<file path="config.mk">
export PLATFORM = sky130hd
export DESIGN_NAME = lpt_top
export DESIGN_NICKNAME = d
export VERILOG_FILES = /design/src/verilog/lpt_pkg.sv /design/src/verilog/lpt_top.sv /design/src/verilog/lpt_persist.sv
export SDC_FILE = /design/constraint.sdc
export NUM_CORES = 1
export LEC_CHECK = 0
export BUFFER_PORTS_ARGS = -buffer_cell sky130_fd_sc_hd__buf_2
export CORE_MARGIN = 4
export CORE_UTILIZATION = 35
export DETAILED_ROUTE_END_ITERATION = 8
export HOLD_SLACK_MARGIN = 0.03
export PLACE_DENSITY = 0.63
export SETUP_SLACK_MARGIN = 0.05
export SKIP_LAST_GASP = 1
export SYNTH_ARGS = -nofsm -noshare
export SYNTH_HDL_FRONTEND = slang
export SYNTH_SLANG_ARGS = --single-unit
</file>
<file path="constraint.sdc">
create_clock -name clk -period 7.6 [get_ports clk]
set_input_delay 0 -clock clk [delete_from_list [all_inputs] [get_ports clk]]
set_output_delay 0 -clock clk [all_outputs]
set_load 0.1 [all_outputs]
</file>
<file path="src/verilog/lpt_pkg.sv">
// Overview of operation
// - Visible integration divides ADC clock by 2^gain
// - Gain code tops out at 7, x128
// - Legacy sequencer: visible settings drive infrared too
// - Misc bit 5 selects high signal range
// - Ambient hysteresis widens both ambient thresholds
// - Proximity hysteresis widens all three thresholds
// - 8-bit hysteresis code expands to 16 bits
// - Proximity mask sets consecutive samples needed
// - Ambient mask sets consecutive samples needed
`default_nettype none
package lpt_pkg;
  localparam int unsigned ADDR_W = 8;
  localparam int unsigned DATA_W = 8;
  localparam int unsigned GAIN_W = 3;
  localparam int unsigned DIV_W = 7;
  localparam int unsigned SAMPLE_W = 16;
  localparam int unsigned HIST_W = 8;
  localparam int unsigned NUM_CHAN = 5;

  localparam logic [7:0] ADDR_VIS_GAIN = 8'h11;
  localparam logic [7:0] ADDR_VIS_MISC = 8'h12;
  localparam logic [7:0] ADDR_AMB_HYST = 8'h16;
  localparam logic [7:0] ADDR_PROX_HYST = 8'h17;
  localparam logic [7:0] ADDR_PROX_PERSIST = 8'h18;
  localparam logic [7:0] ADDR_AMB_PERSIST = 8'h19;
  localparam logic [7:0] ADDR_CTRL = 8'h20;
  localparam logic [7:0] ADDR_IRQ_STATUS = 8'h21;
  localparam logic [7:0] ADDR_IRQ_MASK = 8'h22;
  localparam logic [7:0] ADDR_THR_STATUS = 8'h23;

  localparam logic [2:0] RST_VIS_GAIN = 3'h0;
  localparam logic RST_VIS_SIG_RANGE = 1'b0;
  localparam logic [7:0] RST_AMB_HYST = 8'h48;
  localparam logic [7:0] RST_PROX_HYST = 8'h48;
  localparam logic [7:0] RST_PROX_PERSIST = 8'h03;
  localparam logic [7:0] RST_AMB_PERSIST = 8'h03;
  localparam logic RST_LEGACY_SEQ = 1'b0;
  localparam logic [4:0] RST_IRQ_MASK = 5'h00;

  localparam int unsigned VIS_SIG_RANGE_BIT = 5;
  localparam int unsigned LEGACY_SEQ_BIT = 0;
  localparam int unsigned CODE_EXP_MSB = 7;
  localparam int unsigned CODE_EXP_LSB = 4;
  localparam int unsigned CODE_MANT_MSB = 3;
  localparam int unsigned CODE_MANT_LSB = 0;

  localparam int unsigned CHAN_AMB_ABOVE = 0;
  localparam int unsigned CHAN_AMB_BELOW = 1;
  localparam int unsigned CHAN_PROX_FIRST = 2;

  function automatic logic [15:0] lpt_expand_hyst(input logic [7:0] code);
    logic [35:0] wide;
    wide = 36'h0;
    if (code == 8'h00) begin
      lpt_expand_hyst = 16'h0000;
    end else begin
      wide = {31'h0, 1'b1, code[CODE_MANT_MSB:CODE_MANT_LSB]} << code[CODE_EXP_MSB:CODE_EXP_LSB];
      lpt_expand_hyst = wide[19:4];
    end
  endfunction : lpt_expand_hyst

  function automatic logic [6:0] lpt_div_limit(input logic [2:0] gain);
    logic [7:0] pow;
    pow = 8'h01 << gain;
    lpt_div_limit = pow[6:0] - 7'h01;
  endfunction : lpt_div_limit
endpackage : lpt_pkg
`default_nettype wire

</file>
<file path="src/verilog/lpt_top.sv">
`timescale 1ns/1ps
`default_nettype none
module lpt_top (
  input wire logic clk,
  input wire logic reset,
  input wire logic [lpt_pkg::ADDR_W-1:0] reg_addr,
  input wire logic [lpt_pkg::DATA_W-1:0] reg_wdata,
  input wire logic reg_wr,
  input wire logic reg_rd,
  output logic [lpt_pkg::DATA_W-1:0] reg_rdata,
  input wire logic adc_clk_tick,
  output logic vis_adc_tick,
  output logic ir_adc_tick,
  input wire logic [lpt_pkg::GAIN_W-1:0] ir_gain_in,
  input wire logic ir_range_in,
  input wire logic [2:0] ir_recovery_in,
  input wire logic [2:0] vis_recovery_in,
  output logic [lpt_pkg::GAIN_W-1:0] visible_integration_gain,
  output logic visible_signal_range,
  output logic [lpt_pkg::GAIN_W-1:0] ir_gain_eff,
  output logic ir_range_eff,
  output logic [2:0] ir_recovery_eff,
  output logic [lpt_pkg::SAMPLE_W-1:0] ambient_hysteresis,
  output logic [lpt_pkg::SAMPLE_W-1:0] proximity_hysteresis,
  input wire logic amb_sample_valid,
  input wire logic [lpt_pkg::SAMPLE_W-1:0] amb_sample,
  input wire logic [lpt_pkg::SAMPLE_W-1:0] ambient_lower_threshold,
  input wire logic [lpt_pkg::SAMPLE_W-1:0] ambient_upper_threshold,
  input wire logic [2:0] prox_sample_valid,
  input wire logic [lpt_pkg::SAMPLE_W-1:0] prox1_sample,
  input wire logic [lpt_pkg::SAMPLE_W-1:0] prox2_sample,
  input wire logic [lpt_pkg::SAMPLE_W-1:0] prox3_sample,
  input wire logic [lpt_pkg::SAMPLE_W-1:0] proximity_threshold_one,
  input wire logic [lpt_pkg::SAMPLE_W-1:0] proximity_threshold_two,
  input wire logic [lpt_pkg::SAMPLE_W-1:0] proximity_threshold_three,
  output logic amb_above_status,
  output logic amb_below_status,
  output logic [2:0] prox_status,
  output logic irq
);
  import lpt_pkg::*;

  logic [GAIN_W-1:0] vis_gain_ff;
  logic vis_sig_range_ff;
  logic [7:0] amb_hyst_code_ff;
  logic [7:0] prox_hyst_code_ff;
  logic [HIST_W-1:0] prox_persist_ff;
  logic [HIST_W-1:0] amb_persist_ff;
  logic legacy_seq_ff;
  logic [NUM_CHAN-1:0] irq_status_ff;
  logic [NUM_CHAN-1:0] irq_mask_ff;
  logic irq_ff;
  logic [DATA_W-1:0] rdata_ff;
  logic [GAIN_W-1:0] ir_gain_ff;
  logic ir_range_ff;
  logic [2:0] ir_recovery_ff;
  logic [SAMPLE_W-1:0] amb_hyst_val_ff;
  logic [SAMPLE_W-1:0] prox_hyst_val_ff;
  logic [DIV_W-1:0] vis_div_ff;
  logic [DIV_W-1:0] ir_div_ff;
  logic vis_tick_ff;
  logic ir_tick_ff;

  logic [NUM_CHAN-1:0] chan_valid;
  logic [NUM_CHAN-1:0] chan_set;
  logic [NUM_CHAN-1:0] chan_clr;
  logic [NUM_CHAN-1:0] chan_status;
  logic [NUM_CHAN-1:0] chan_change;
  logic [SAMPLE_W-1:0] chan_sample [NUM_CHAN];
  logic [SAMPLE_W-1:0] chan_th [NUM_CHAN];
  logic [SAMPLE_W-1:0] chan_hyst [NUM_CHAN];
  logic [HIST_W-1:0] chan_mask [NUM_CHAN];
  logic [NUM_CHAN-1:0] nxt_irq_status;
  logic [DATA_W-1:0] nxt_rdata;

  // Register writes
  always_ff @(posedge clk) begin
    if (reset) begin
      vis_gain_ff <= RST_VIS_GAIN;
      vis_sig_range_ff <= RST_VIS_SIG_RANGE;
      amb_hyst_code_ff <= RST_AMB_HYST;
      prox_hyst_code_ff <= RST_PROX_HYST;
      prox_persist_ff <= RST_PROX_PERSIST;
      amb_persist_ff <= RST_AMB_PERSIST;
      legacy_seq_ff <= RST_LEGACY_SEQ;
      irq_mask_ff <= RST_IRQ_MASK;
    end else if (reg_wr) begin
      if (reg_addr == ADDR_VIS_GAIN) begin
        // three-bit field keeps low bits 2:0 of the write data, upper bits dropped
        vis_gain_ff <= reg_wdata[GAIN_W-1:0];
      end else if (reg_addr == ADDR_VIS_MISC) begin
        vis_sig_range_ff <= reg_wdata[VIS_SIG_RANGE_BIT];
      end else if (reg_addr == ADDR_AMB_HYST) begin
        amb_hyst_code_ff <= reg_wdata;
      end else if (reg_addr == ADDR_PROX_HYST) begin
        prox_hyst_code_ff <= reg_wdata;
      end else if (reg_addr == ADDR_PROX_PERSIST) begin
        prox_persist_ff <= reg_wdata;
      end else if (reg_addr == ADDR_AMB_PERSIST) begin
        amb_persist_ff <= reg_wdata;
      end else if (reg_addr == ADDR_CTRL) begin
        legacy_seq_ff <= reg_wdata[LEGACY_SEQ_BIT];
      end else if (reg_addr == ADDR_IRQ_MASK) begin
        irq_mask_ff <= reg_wdata[NUM_CHAN-1:0];
      end
    end
  end

  // Read mux, unmapped reads give zero
  always_comb begin
    nxt_rdata = 8'h00;
    if (reg_addr == ADDR_VIS_GAIN) begin
      nxt_rdata = {5'h00, vis_gain_ff};
    end else if (reg_addr == ADDR_VIS_MISC) begin
      nxt_rdata = {2'h0, vis_sig_range_ff, 5'h00};
    end else if (reg_addr == ADDR_AMB_HYST) begin
      nxt_rdata = amb_hyst_code_ff;
    end else if (reg_addr == ADDR_PROX_HYST) begin
      nxt_rdata = prox_hyst_code_ff;
    end else if (reg_addr == ADDR_PROX_PERSIST) begin
      nxt_rdata = prox_persist_ff;
    end else if (reg_addr == ADDR_AMB_PERSIST) begin
      nxt_rdata = amb_persist_ff;
    end else if (reg_addr == ADDR_CTRL) begin
      nxt_rdata = {7'h00, legacy_seq_ff};
    end else if (reg_addr == ADDR_IRQ_STATUS) begin
      nxt_rdata = {3'h0, irq_status_ff};
    end else if (reg_addr == ADDR_IRQ_MASK) begin
      nxt_rdata = {3'h0, irq_mask_ff};
    end else if (reg_addr == ADDR_THR_STATUS) begin
      nxt_rdata = {3'h0, chan_status};
    end
  end

  always_ff @(posedge clk) begin
    if (reset) begin
      rdata_ff <= 8'h00;
    end else if (reg_rd) begin
      rdata_ff <= nxt_rdata;
    end else begin
      rdata_ff <= 8'h00;
    end
  end

  always_ff @(posedge clk) begin
    if (reset) begin
      ir_gain_ff <= RST_VIS_GAIN;
      ir_range_ff <= RST_VIS_SIG_RANGE;
      ir_recovery_ff <= 3'h0;
    end else if (legacy_seq_ff) begin
      ir_gain_ff <= vis_gain_ff;
      ir_range_ff <= vis_sig_range_ff;
      ir_recovery_ff <= vis_recovery_in;
    end else begin
      ir_gain_ff <= ir_gain_in;
      ir_range_ff <= ir_range_in;
      ir_recovery_ff <= ir_recovery_in;
    end
  end

  always_ff @(posedge clk) begin
    if (reset) begin
      vis_div_ff <= 7'h00;
      vis_tick_ff <= 1'b0;
    end else begin
      vis_tick_ff <= 1'b0;
      if (adc_clk_tick) begin
        if (vis_div_ff >= lpt_div_limit(vis_gain_ff)) begin
          vis_div_ff <= 7'h00;
          vis_tick_ff <= 1'b1;
        end else begin
          vis_div_ff <= vis_div_ff + 7'h01;
        end
      end
    end
  end

  always_ff @(posedge clk) begin
    if (reset) begin
      ir_div_ff <= 7'h00;
      ir_tick_ff <= 1'b0;
    end else begin
      ir_tick_ff <= 1'b0;
      if (adc_clk_tick) begin
        if (ir_div_ff >= lpt_div_limit(ir_gain_ff)) begin
          ir_div_ff <= 7'h00;
          ir_tick_ff <= 1'b1;
        end else begin
          ir_div_ff <= ir_div_ff + 7'h01;
        end
      end
    end
  end

  always_ff @(posedge clk) begin
    if (reset) begin
      amb_hyst_val_ff <= lpt_expand_hyst(RST_AMB_HYST);
      prox_hyst_val_ff <= lpt_expand_hyst(RST_PROX_HYST);
    end else begin
      amb_hyst_val_ff <= lpt_expand_hyst(amb_hyst_code_ff);
      prox_hyst_val_ff <= lpt_expand_hyst(prox_hyst_code_ff);
    end
  end

  always_comb begin
    chan_valid = {prox_sample_valid, amb_sample_valid, amb_sample_valid};
    chan_sample[CHAN_AMB_ABOVE] = amb_sample;
    chan_sample[CHAN_AMB_BELOW] = amb_sample;
    chan_th[CHAN_AMB_ABOVE] = ambient_upper_threshold;
    chan_th[CHAN_AMB_BELOW] = ambient_lower_threshold;
    chan_hyst[CHAN_AMB_ABOVE] = amb_hyst_val_ff;
    chan_hyst[CHAN_AMB_BELOW] = amb_hyst_val_ff;
    chan_mask[CHAN_AMB_ABOVE] = amb_persist_ff;
    chan_mask[CHAN_AMB_BELOW] = amb_persist_ff;
    chan_sample[CHAN_PROX_FIRST] = prox1_sample;
    chan_sample[CHAN_PROX_FIRST + 1] = prox2_sample;
    chan_sample[CHAN_PROX_FIRST + 2] = prox3_sample;
    chan_th[CHAN_PROX_FIRST] = proximity_threshold_one;
    chan_th[CHAN_PROX_FIRST + 1] = proximity_threshold_two;
    chan_th[CHAN_PROX_FIRST + 2] = proximity_threshold_three;
    for (int i = CHAN_PROX_FIRST; i < NUM_CHAN; i++) begin
      chan_hyst[i] = prox_hyst_val_ff;
      chan_mask[i] = prox_persist_ff;
    end
  end

  genvar gc;
  generate
    for (gc = 0; gc < NUM_CHAN; gc++) begin : g_chan
      logic [SAMPLE_W:0] samp_plus;
      logic [SAMPLE_W:0] th_plus;
      logic [SAMPLE_W:0] samp_ext;
      logic [SAMPLE_W:0] th_ext;
      assign samp_ext = {1'b0, chan_sample[gc]};
      assign th_ext = {1'b0, chan_th[gc]};
      assign samp_plus = samp_ext + {1'b0, chan_hyst[gc]};
      assign th_plus = th_ext + {1'b0, chan_hyst[gc]};
      if (gc == CHAN_AMB_BELOW) begin : g_below
        // Below lower threshold less hysteresis
        assign chan_set[gc] = samp_plus < th_ext;
        assign chan_clr[gc] = samp_ext > th_plus;
      end else begin : g_above
        // Above threshold plus hysteresis
        assign chan_set[gc] = samp_ext > th_plus;
        assign chan_clr[gc] = samp_plus < th_ext;
      end
      lpt_persist #(
        .HIST_W(HIST_W)
      ) u_persist (
        .clk(clk),
        .reset(reset),
        .sample_valid(chan_valid[gc]),
        .set_cond(chan_set[gc]),
        .clr_cond(chan_clr[gc]),
        .persist_mask(chan_mask[gc]),
        .status(chan_status[gc]),
        .change(chan_change[gc])
      );
    end
  endgenerate

  // Sticky events, set beats write-one clear
  always_comb begin
    nxt_irq_status = irq_status_ff;
    if (reg_wr && (reg_addr == ADDR_IRQ_STATUS)) begin
      nxt_irq_status = irq_status_ff & ~reg_wdata[NUM_CHAN-1:0];
    end
    nxt_irq_status = nxt_irq_status | chan_change;
  end

  always_ff @(posedge clk) begin
    if (reset) begin
      irq_status_ff <= '0;
      irq_ff <= 1'b0;
    end else begin
      irq_status_ff <= nxt_irq_status;
      irq_ff <= |(irq_status_ff & irq_mask_ff);
    end
  end

  assign reg_rdata = rdata_ff;
  assign vis_adc_tick = vis_tick_ff;
  assign ir_adc_tick = ir_tick_ff;
  assign visible_integration_gain = vis_gain_ff;
  assign visible_signal_range = vis_sig_range_ff;
  assign ir_gain_eff = ir_gain_ff;
  assign ir_range_eff = ir_range_ff;
  assign ir_recovery_eff = ir_recovery_ff;
  assign ambient_hysteresis = amb_hyst_val_ff;
  assign proximity_hysteresis = prox_hyst_val_ff;
  assign amb_above_status = chan_status[CHAN_AMB_ABOVE];
  assign amb_below_status = chan_status[CHAN_AMB_BELOW];
  assign prox_status = chan_status[NUM_CHAN-1:CHAN_PROX_FIRST];
  assign irq = irq_ff;
endmodule : lpt_top
`default_nettype wire

</file>
<file path="src/verilog/lpt_persist.sv">
`timescale 1ns/1ps
`default_nettype none
module lpt_persist #(
  parameter int unsigned HIST_W = 8
) (
  input wire logic clk,
  input wire logic reset,
  input wire logic sample_valid,
  input wire logic set_cond,
  input wire logic clr_cond,
  input wire logic [HIST_W-1:0] persist_mask,
  output logic status,
  output logic change
);
  logic [HIST_W-1:0] set_hist_ff;
  logic [HIST_W-1:0] clr_hist_ff;
  logic [HIST_W-1:0] nxt_set_hist;
  logic [HIST_W-1:0] nxt_clr_hist;
  logic [HIST_W-1:0] eff_mask;
  logic status_ff;
  logic change_ff;

  assign nxt_set_hist = {set_hist_ff[HIST_W-2:0], set_cond};
  assign nxt_clr_hist = {clr_hist_ff[HIST_W-2:0], clr_cond};
  // Newest sample always counts, so a zero mask cannot toggle freely
  assign eff_mask = persist_mask | {{(HIST_W-1){1'b0}}, 1'b1};

  always_ff @(posedge clk) begin
    if (reset) begin
      set_hist_ff <= '0;
      clr_hist_ff <= '0;
    end else if (sample_valid) begin
      set_hist_ff <= nxt_set_hist;
      clr_hist_ff <= nxt_clr_hist;
    end
  end

  // change only when all masked bits set
  always_ff @(posedge clk) begin
    if (reset) begin
      status_ff <= 1'b0;
      change_ff <= 1'b0;
    end else begin
      change_ff <= 1'b0;
      if (sample_valid) begin
        if (!status_ff && ((nxt_set_hist & eff_mask) == eff_mask)) begin
          status_ff <= 1'b1;
          change_ff <= 1'b1;
        end else if (status_ff && ((nxt_clr_hist & eff_mask) == eff_mask)) begin
          status_ff <= 1'b0;
          change_ff <= 1'b1;
        end
      end
    end
  end

  assign status = status_ff;
  assign change = change_ff;
endmodule : lpt_persist
`default_nettype wire

</file>
==> flow_summary.ini <==
[status]
status = complete, no violations

[timing]
fin_crit_ns = 4.235
slew_headroom_pct = 34.21
report.final.slew_viol_count = 0
fmax_mhz = 236.1
finalHoldWorstSlack_ns = 0.05603
finalSetupTns_ns = 0
finalSetupViolCount = 0
worstMarginPinSlew_ns = 0.9869
hold_viol = 0
fin_crit_sh_pct = 55.72
rsz0062_at_grt = false
fin_worst_skew_ns = 0.01101

[routing]
drt-initial-drc-count = 1128
dr_wl_met2_um = 24910
routed_wirelength_um = 55060
drc = 0
dr.pass1.iters = 6
top_layer = met4
vias_per_cell = 5.459
wl_met3_um = 3661
final_antenna_net_count = 0
routedWlPerCell_um = 17.77
vias = 16918
met1Wirelength_um = 25040

[yosys]
ys_warn_count = 0
synth_nets = 2686
syn_area_per_cell_um2 = 8.281
synth_top_area_share_pct = 21.96
yosysSeqAreaShare_pct = 21.17
syn_area_um2 = 18060
synth_edf_count = 0
yosysTopAreaCell = ha_1
async_flop_share_pct = 0
synth_flop_cell = dfxtp_1
synth_cell_types = 95
synth-seq-cells = 191
yosys-top-cells-area = ha_1 22%, dfxtp_1 21%, mux2i_1 6.1%
syn_inst = 2181

[setup_path]
cp.required_ns = 7.91
crit_path_frequent_cell = a21oi_1
endpoint_kind = register
crit_fanout = 11
cp_slowest_stage_delay_ns = 0.68
worst_r2r_endpoint = g_chan[3].u_persist.status$_SDFFE_PP0P_
r2r_cells = 17
cp_cell_sequence = inv_1, fa_1, nor2b_1, o21a_1, o21ai_1, a21oi_1, a21o_1, a21oi_1, xnor2_1, ha_1, a211o_1, a211oi_1, a21boi_0, o21ai_0, nand2_1, nand4_1, o2bb2ai_1
worst_ep_arrival_time_ns = 4.55
timing.rr.start = proximity_hysteresis[1]$_SDFF_PP0_
critical_path_class = reg2reg
slowest_stage = dfxtp_1
start_kind = register
rrSetupSlack_ns = 3.37

[worst_hold_path]
hp-class = in2reg
min_to = g_chan[3].u_persist.set_hist_ff[6]$_SDFFE_PP0P_
hp-start = prox_sample_valid[1]
hold_path_depth = 3

[cts]
h-tree-depth = 4
clockBufferDepth = 2
cts.sinks = 191
cts-resized-gates = 0
postCtsSetupRepairBufs = 0
cts_tree = built
clkTransAtPathRegs_ns = 0.07
cts_buffers = 17
clk_latency_ns = 0.46
cts_root_buffer = clkbuf_16

[cells_and_area]
layout.nets = 2917
final_util_pct = 41.01
final_common_cell = ha_1
area_growth_pct = 14.86
final_cell_mix = 317 x ha_1, 260 x nor2_1, 236 x buf_2
layout-drive-gt1-share_pct = 13.61

[placement]
hpwl_um = 45120
portBuffers = 237
gp_congestion = 0.9591

[power]
peakVddDrop_mv = 0.1413
pwr-share-clk_pct = 34.6
pwr_density_cell_nw_per_um2 = 124.3
sw_frac_of_total_pct = 32.25
p_switching_w = 0.0008314
p_leak_nw = 9.808
internal-power_w = 0.001746
combPwrFrac_pct = 25.4
seqPwrFrac_pct = 40.0

[global_routing]
grt_max_degree = 93
grt_use_total_pct = 18.92
overflow = 0
grt_pass1_vias = 16317
grt_first_pass_wirelength_um = 86130
antenna_found_initial = 2

[floorplanning]
core-area_um2 = 50580
initial_core_util_pct = 35.70
placementRows = 82
die_area_um2 = 55300
die_h_um = 235.2
die_w_um = 235.2
io_pins = 238

[run]
cap_violations = 0
## critical path, delay by kind of cell, from the launching register on
family | cells | cell delay, ns
AND/OR/NAND/NOR | 3 | 0.41
adder cells (fa/ha/maj) | 2 | 0.81
flip-flops | 1 | 0.68
XOR/XNOR | 1 | 0.14
AO/OA/AOI/OAI | 10 | 1.78
buffers and inverters | 1 | 0.28
## sequential cells by signal, indices dropped and copies added (netlist names), 5 cells and up
register and flops:
amb_hyst_code_ff 8, amb_persist_ff 8, ambient_hysteresis 16, g_chan.u_persist.change 5
g_chan.u_persist.clr_hist_ff 35, g_chan.u_persist.set_hist_ff 35, g_chan.u_persist.status 5, ir_div_ff 7
irq_mask_ff 5, irq_status_ff 5, prox_hyst_code_ff 8, prox_persist_ff 8
proximity_hysteresis 16, reg_rdata 8, vis_div_ff 7
## area by class of cell
type | count | area (µm²)
diodes | 2 | 5.005
clock buffers | 17 | 425.4
clock inverters | 15 | 161.4
fillers | 5067 | 29840
inverters | 160 | 600.6
multi-input cells | 1777 | 13420
flip-flops and latches | 191 | 3824
well taps | 672 | 840.8
repair buffers | 265 | 1466
## per-stage QoR
step	cell area, µm²	setup slack, ns	cells	total power [W]
2_1_floorplan	18060	3.260	2181	0.001486
3_3_place_gp	19880	3.519	3038	0.001672
3_5_place_dp	19880	3.386	3038	0.001689
4_1_cts	20740	3.367	3097	0.002593
5_1_grt	20740	2.968	3099	0.002713
6_report	20740	3.365	3099	0.002578
## timing repair
action,4_1_cts,5_1_grt
hold buffers,27,0
setup endpoints to repair,0,0
endpoints found under the hold margin,62,0
## metal layers
| metal | up-vias | track usage [%] |
|---|---|---|
| met2 | 497 | 31.05 |
| met4 | 0 | 5.603 |
| met3 | 102 | 3.749 |
| li1 | 8412 | - |
| met5 | - | 0 |
| met1 | 7907 | 25.23 |
## power by group through the flow
stage          clock network (W)  registers, W  logic (W)
3_5_place_dp                   0       0.00105   0.000635
4_1_cts                 0.000913       0.00103   0.000649
3_3_place_gp                   0       0.00105   0.000619
6_report                0.000892       0.00103   0.000655
2_1_floorplan                  0       0.00107   0.000412
5_1_grt                 0.000951       0.00103   0.000730
## synthesized netlist by cell type (7+ instances only)
| master | n |
|---|---|
| nor4_1 | 9 |
| nor2_1 | 260 |
| a211oi_1 | 35 |
| fa_1 | 9 |
| nand4_1 | 33 |
| a31oi_1 | 18 |
| a211o_1 | 18 |
| a21oi_1 | 163 |
| dfxtp_1 | 191 |
| xnor2_1 | 61 |
| nor3_1 | 34 |
| clkbuf_1 | 42 |
| nand3_1 | 33 |
| o21ai_0 | 92 |
| nor2b_1 | 32 |
| nand2_1 | 103 |
| o21ai_1 | 7 |
| o2111ai_1 | 12 |
| and3_1 | 7 |
| or3_1 | 10 |
| ha_1 | 317 |
| o21a_1 | 31 |
| o22ai_1 | 27 |
| xor2_1 | 68 |
| o211ai_1 | 15 |
| mux2i_1 | 110 |
| or2_2 | 12 |
| a2111oi_0 | 7 |
| nand2b_1 | 43 |
| a21o_1 | 57 |
| inv_1 | 159 |
| o21bai_1 | 18 |
| a221oi_1 | 8 |
| a31o_2 | 7 |
## worst max path at each step
stage / start / end / slack [ns]
global placement: proximity_hysteresis[1]$_SDFF_PP0_ / g_chan[3].u_persist.status$_SDFFE_PP0P_ / 3.52
global route: proximity_hysteresis[1]$_SDFF_PP0_ / g_chan[3].u_persist.status$_SDFFE_PP0P_ / 2.97
detailed placement: proximity_hysteresis[1]$_SDFF_PP0_ / g_chan[3].u_persist.status$_SDFFE_PP0P_ / 3.39
CTS: proximity_hysteresis[1]$_SDFF_PP0_ / g_chan[3].u_persist.status$_SDFFE_PP0P_ / 3.37
finish: proximity_hysteresis[1]$_SDFF_PP0_ / g_chan[3].u_persist.status$_SDFFE_PP0P_ / 3.37
floorplan: proximity_hysteresis[1]$_SDFF_PP0_ / g_chan[3].u_persist.status$_SDFFE_PP0P_ / 3.26
## cells by family (layout without fill, tap and decap cells)
kind of cell	Yosys count	count (layout)	synth area share [%]
compound gates	598	598	22.40
xor+xnor	129	129	6.256
fa+ha+maj	326	326	22.96
buf+inv	213	457	4.517
flops	191	191	21.17
mux	115	115	6.471
other cells	0	2	0
simple gates	609	609	16.23
No activity file was read; power rests on OpenSTA's default activity.
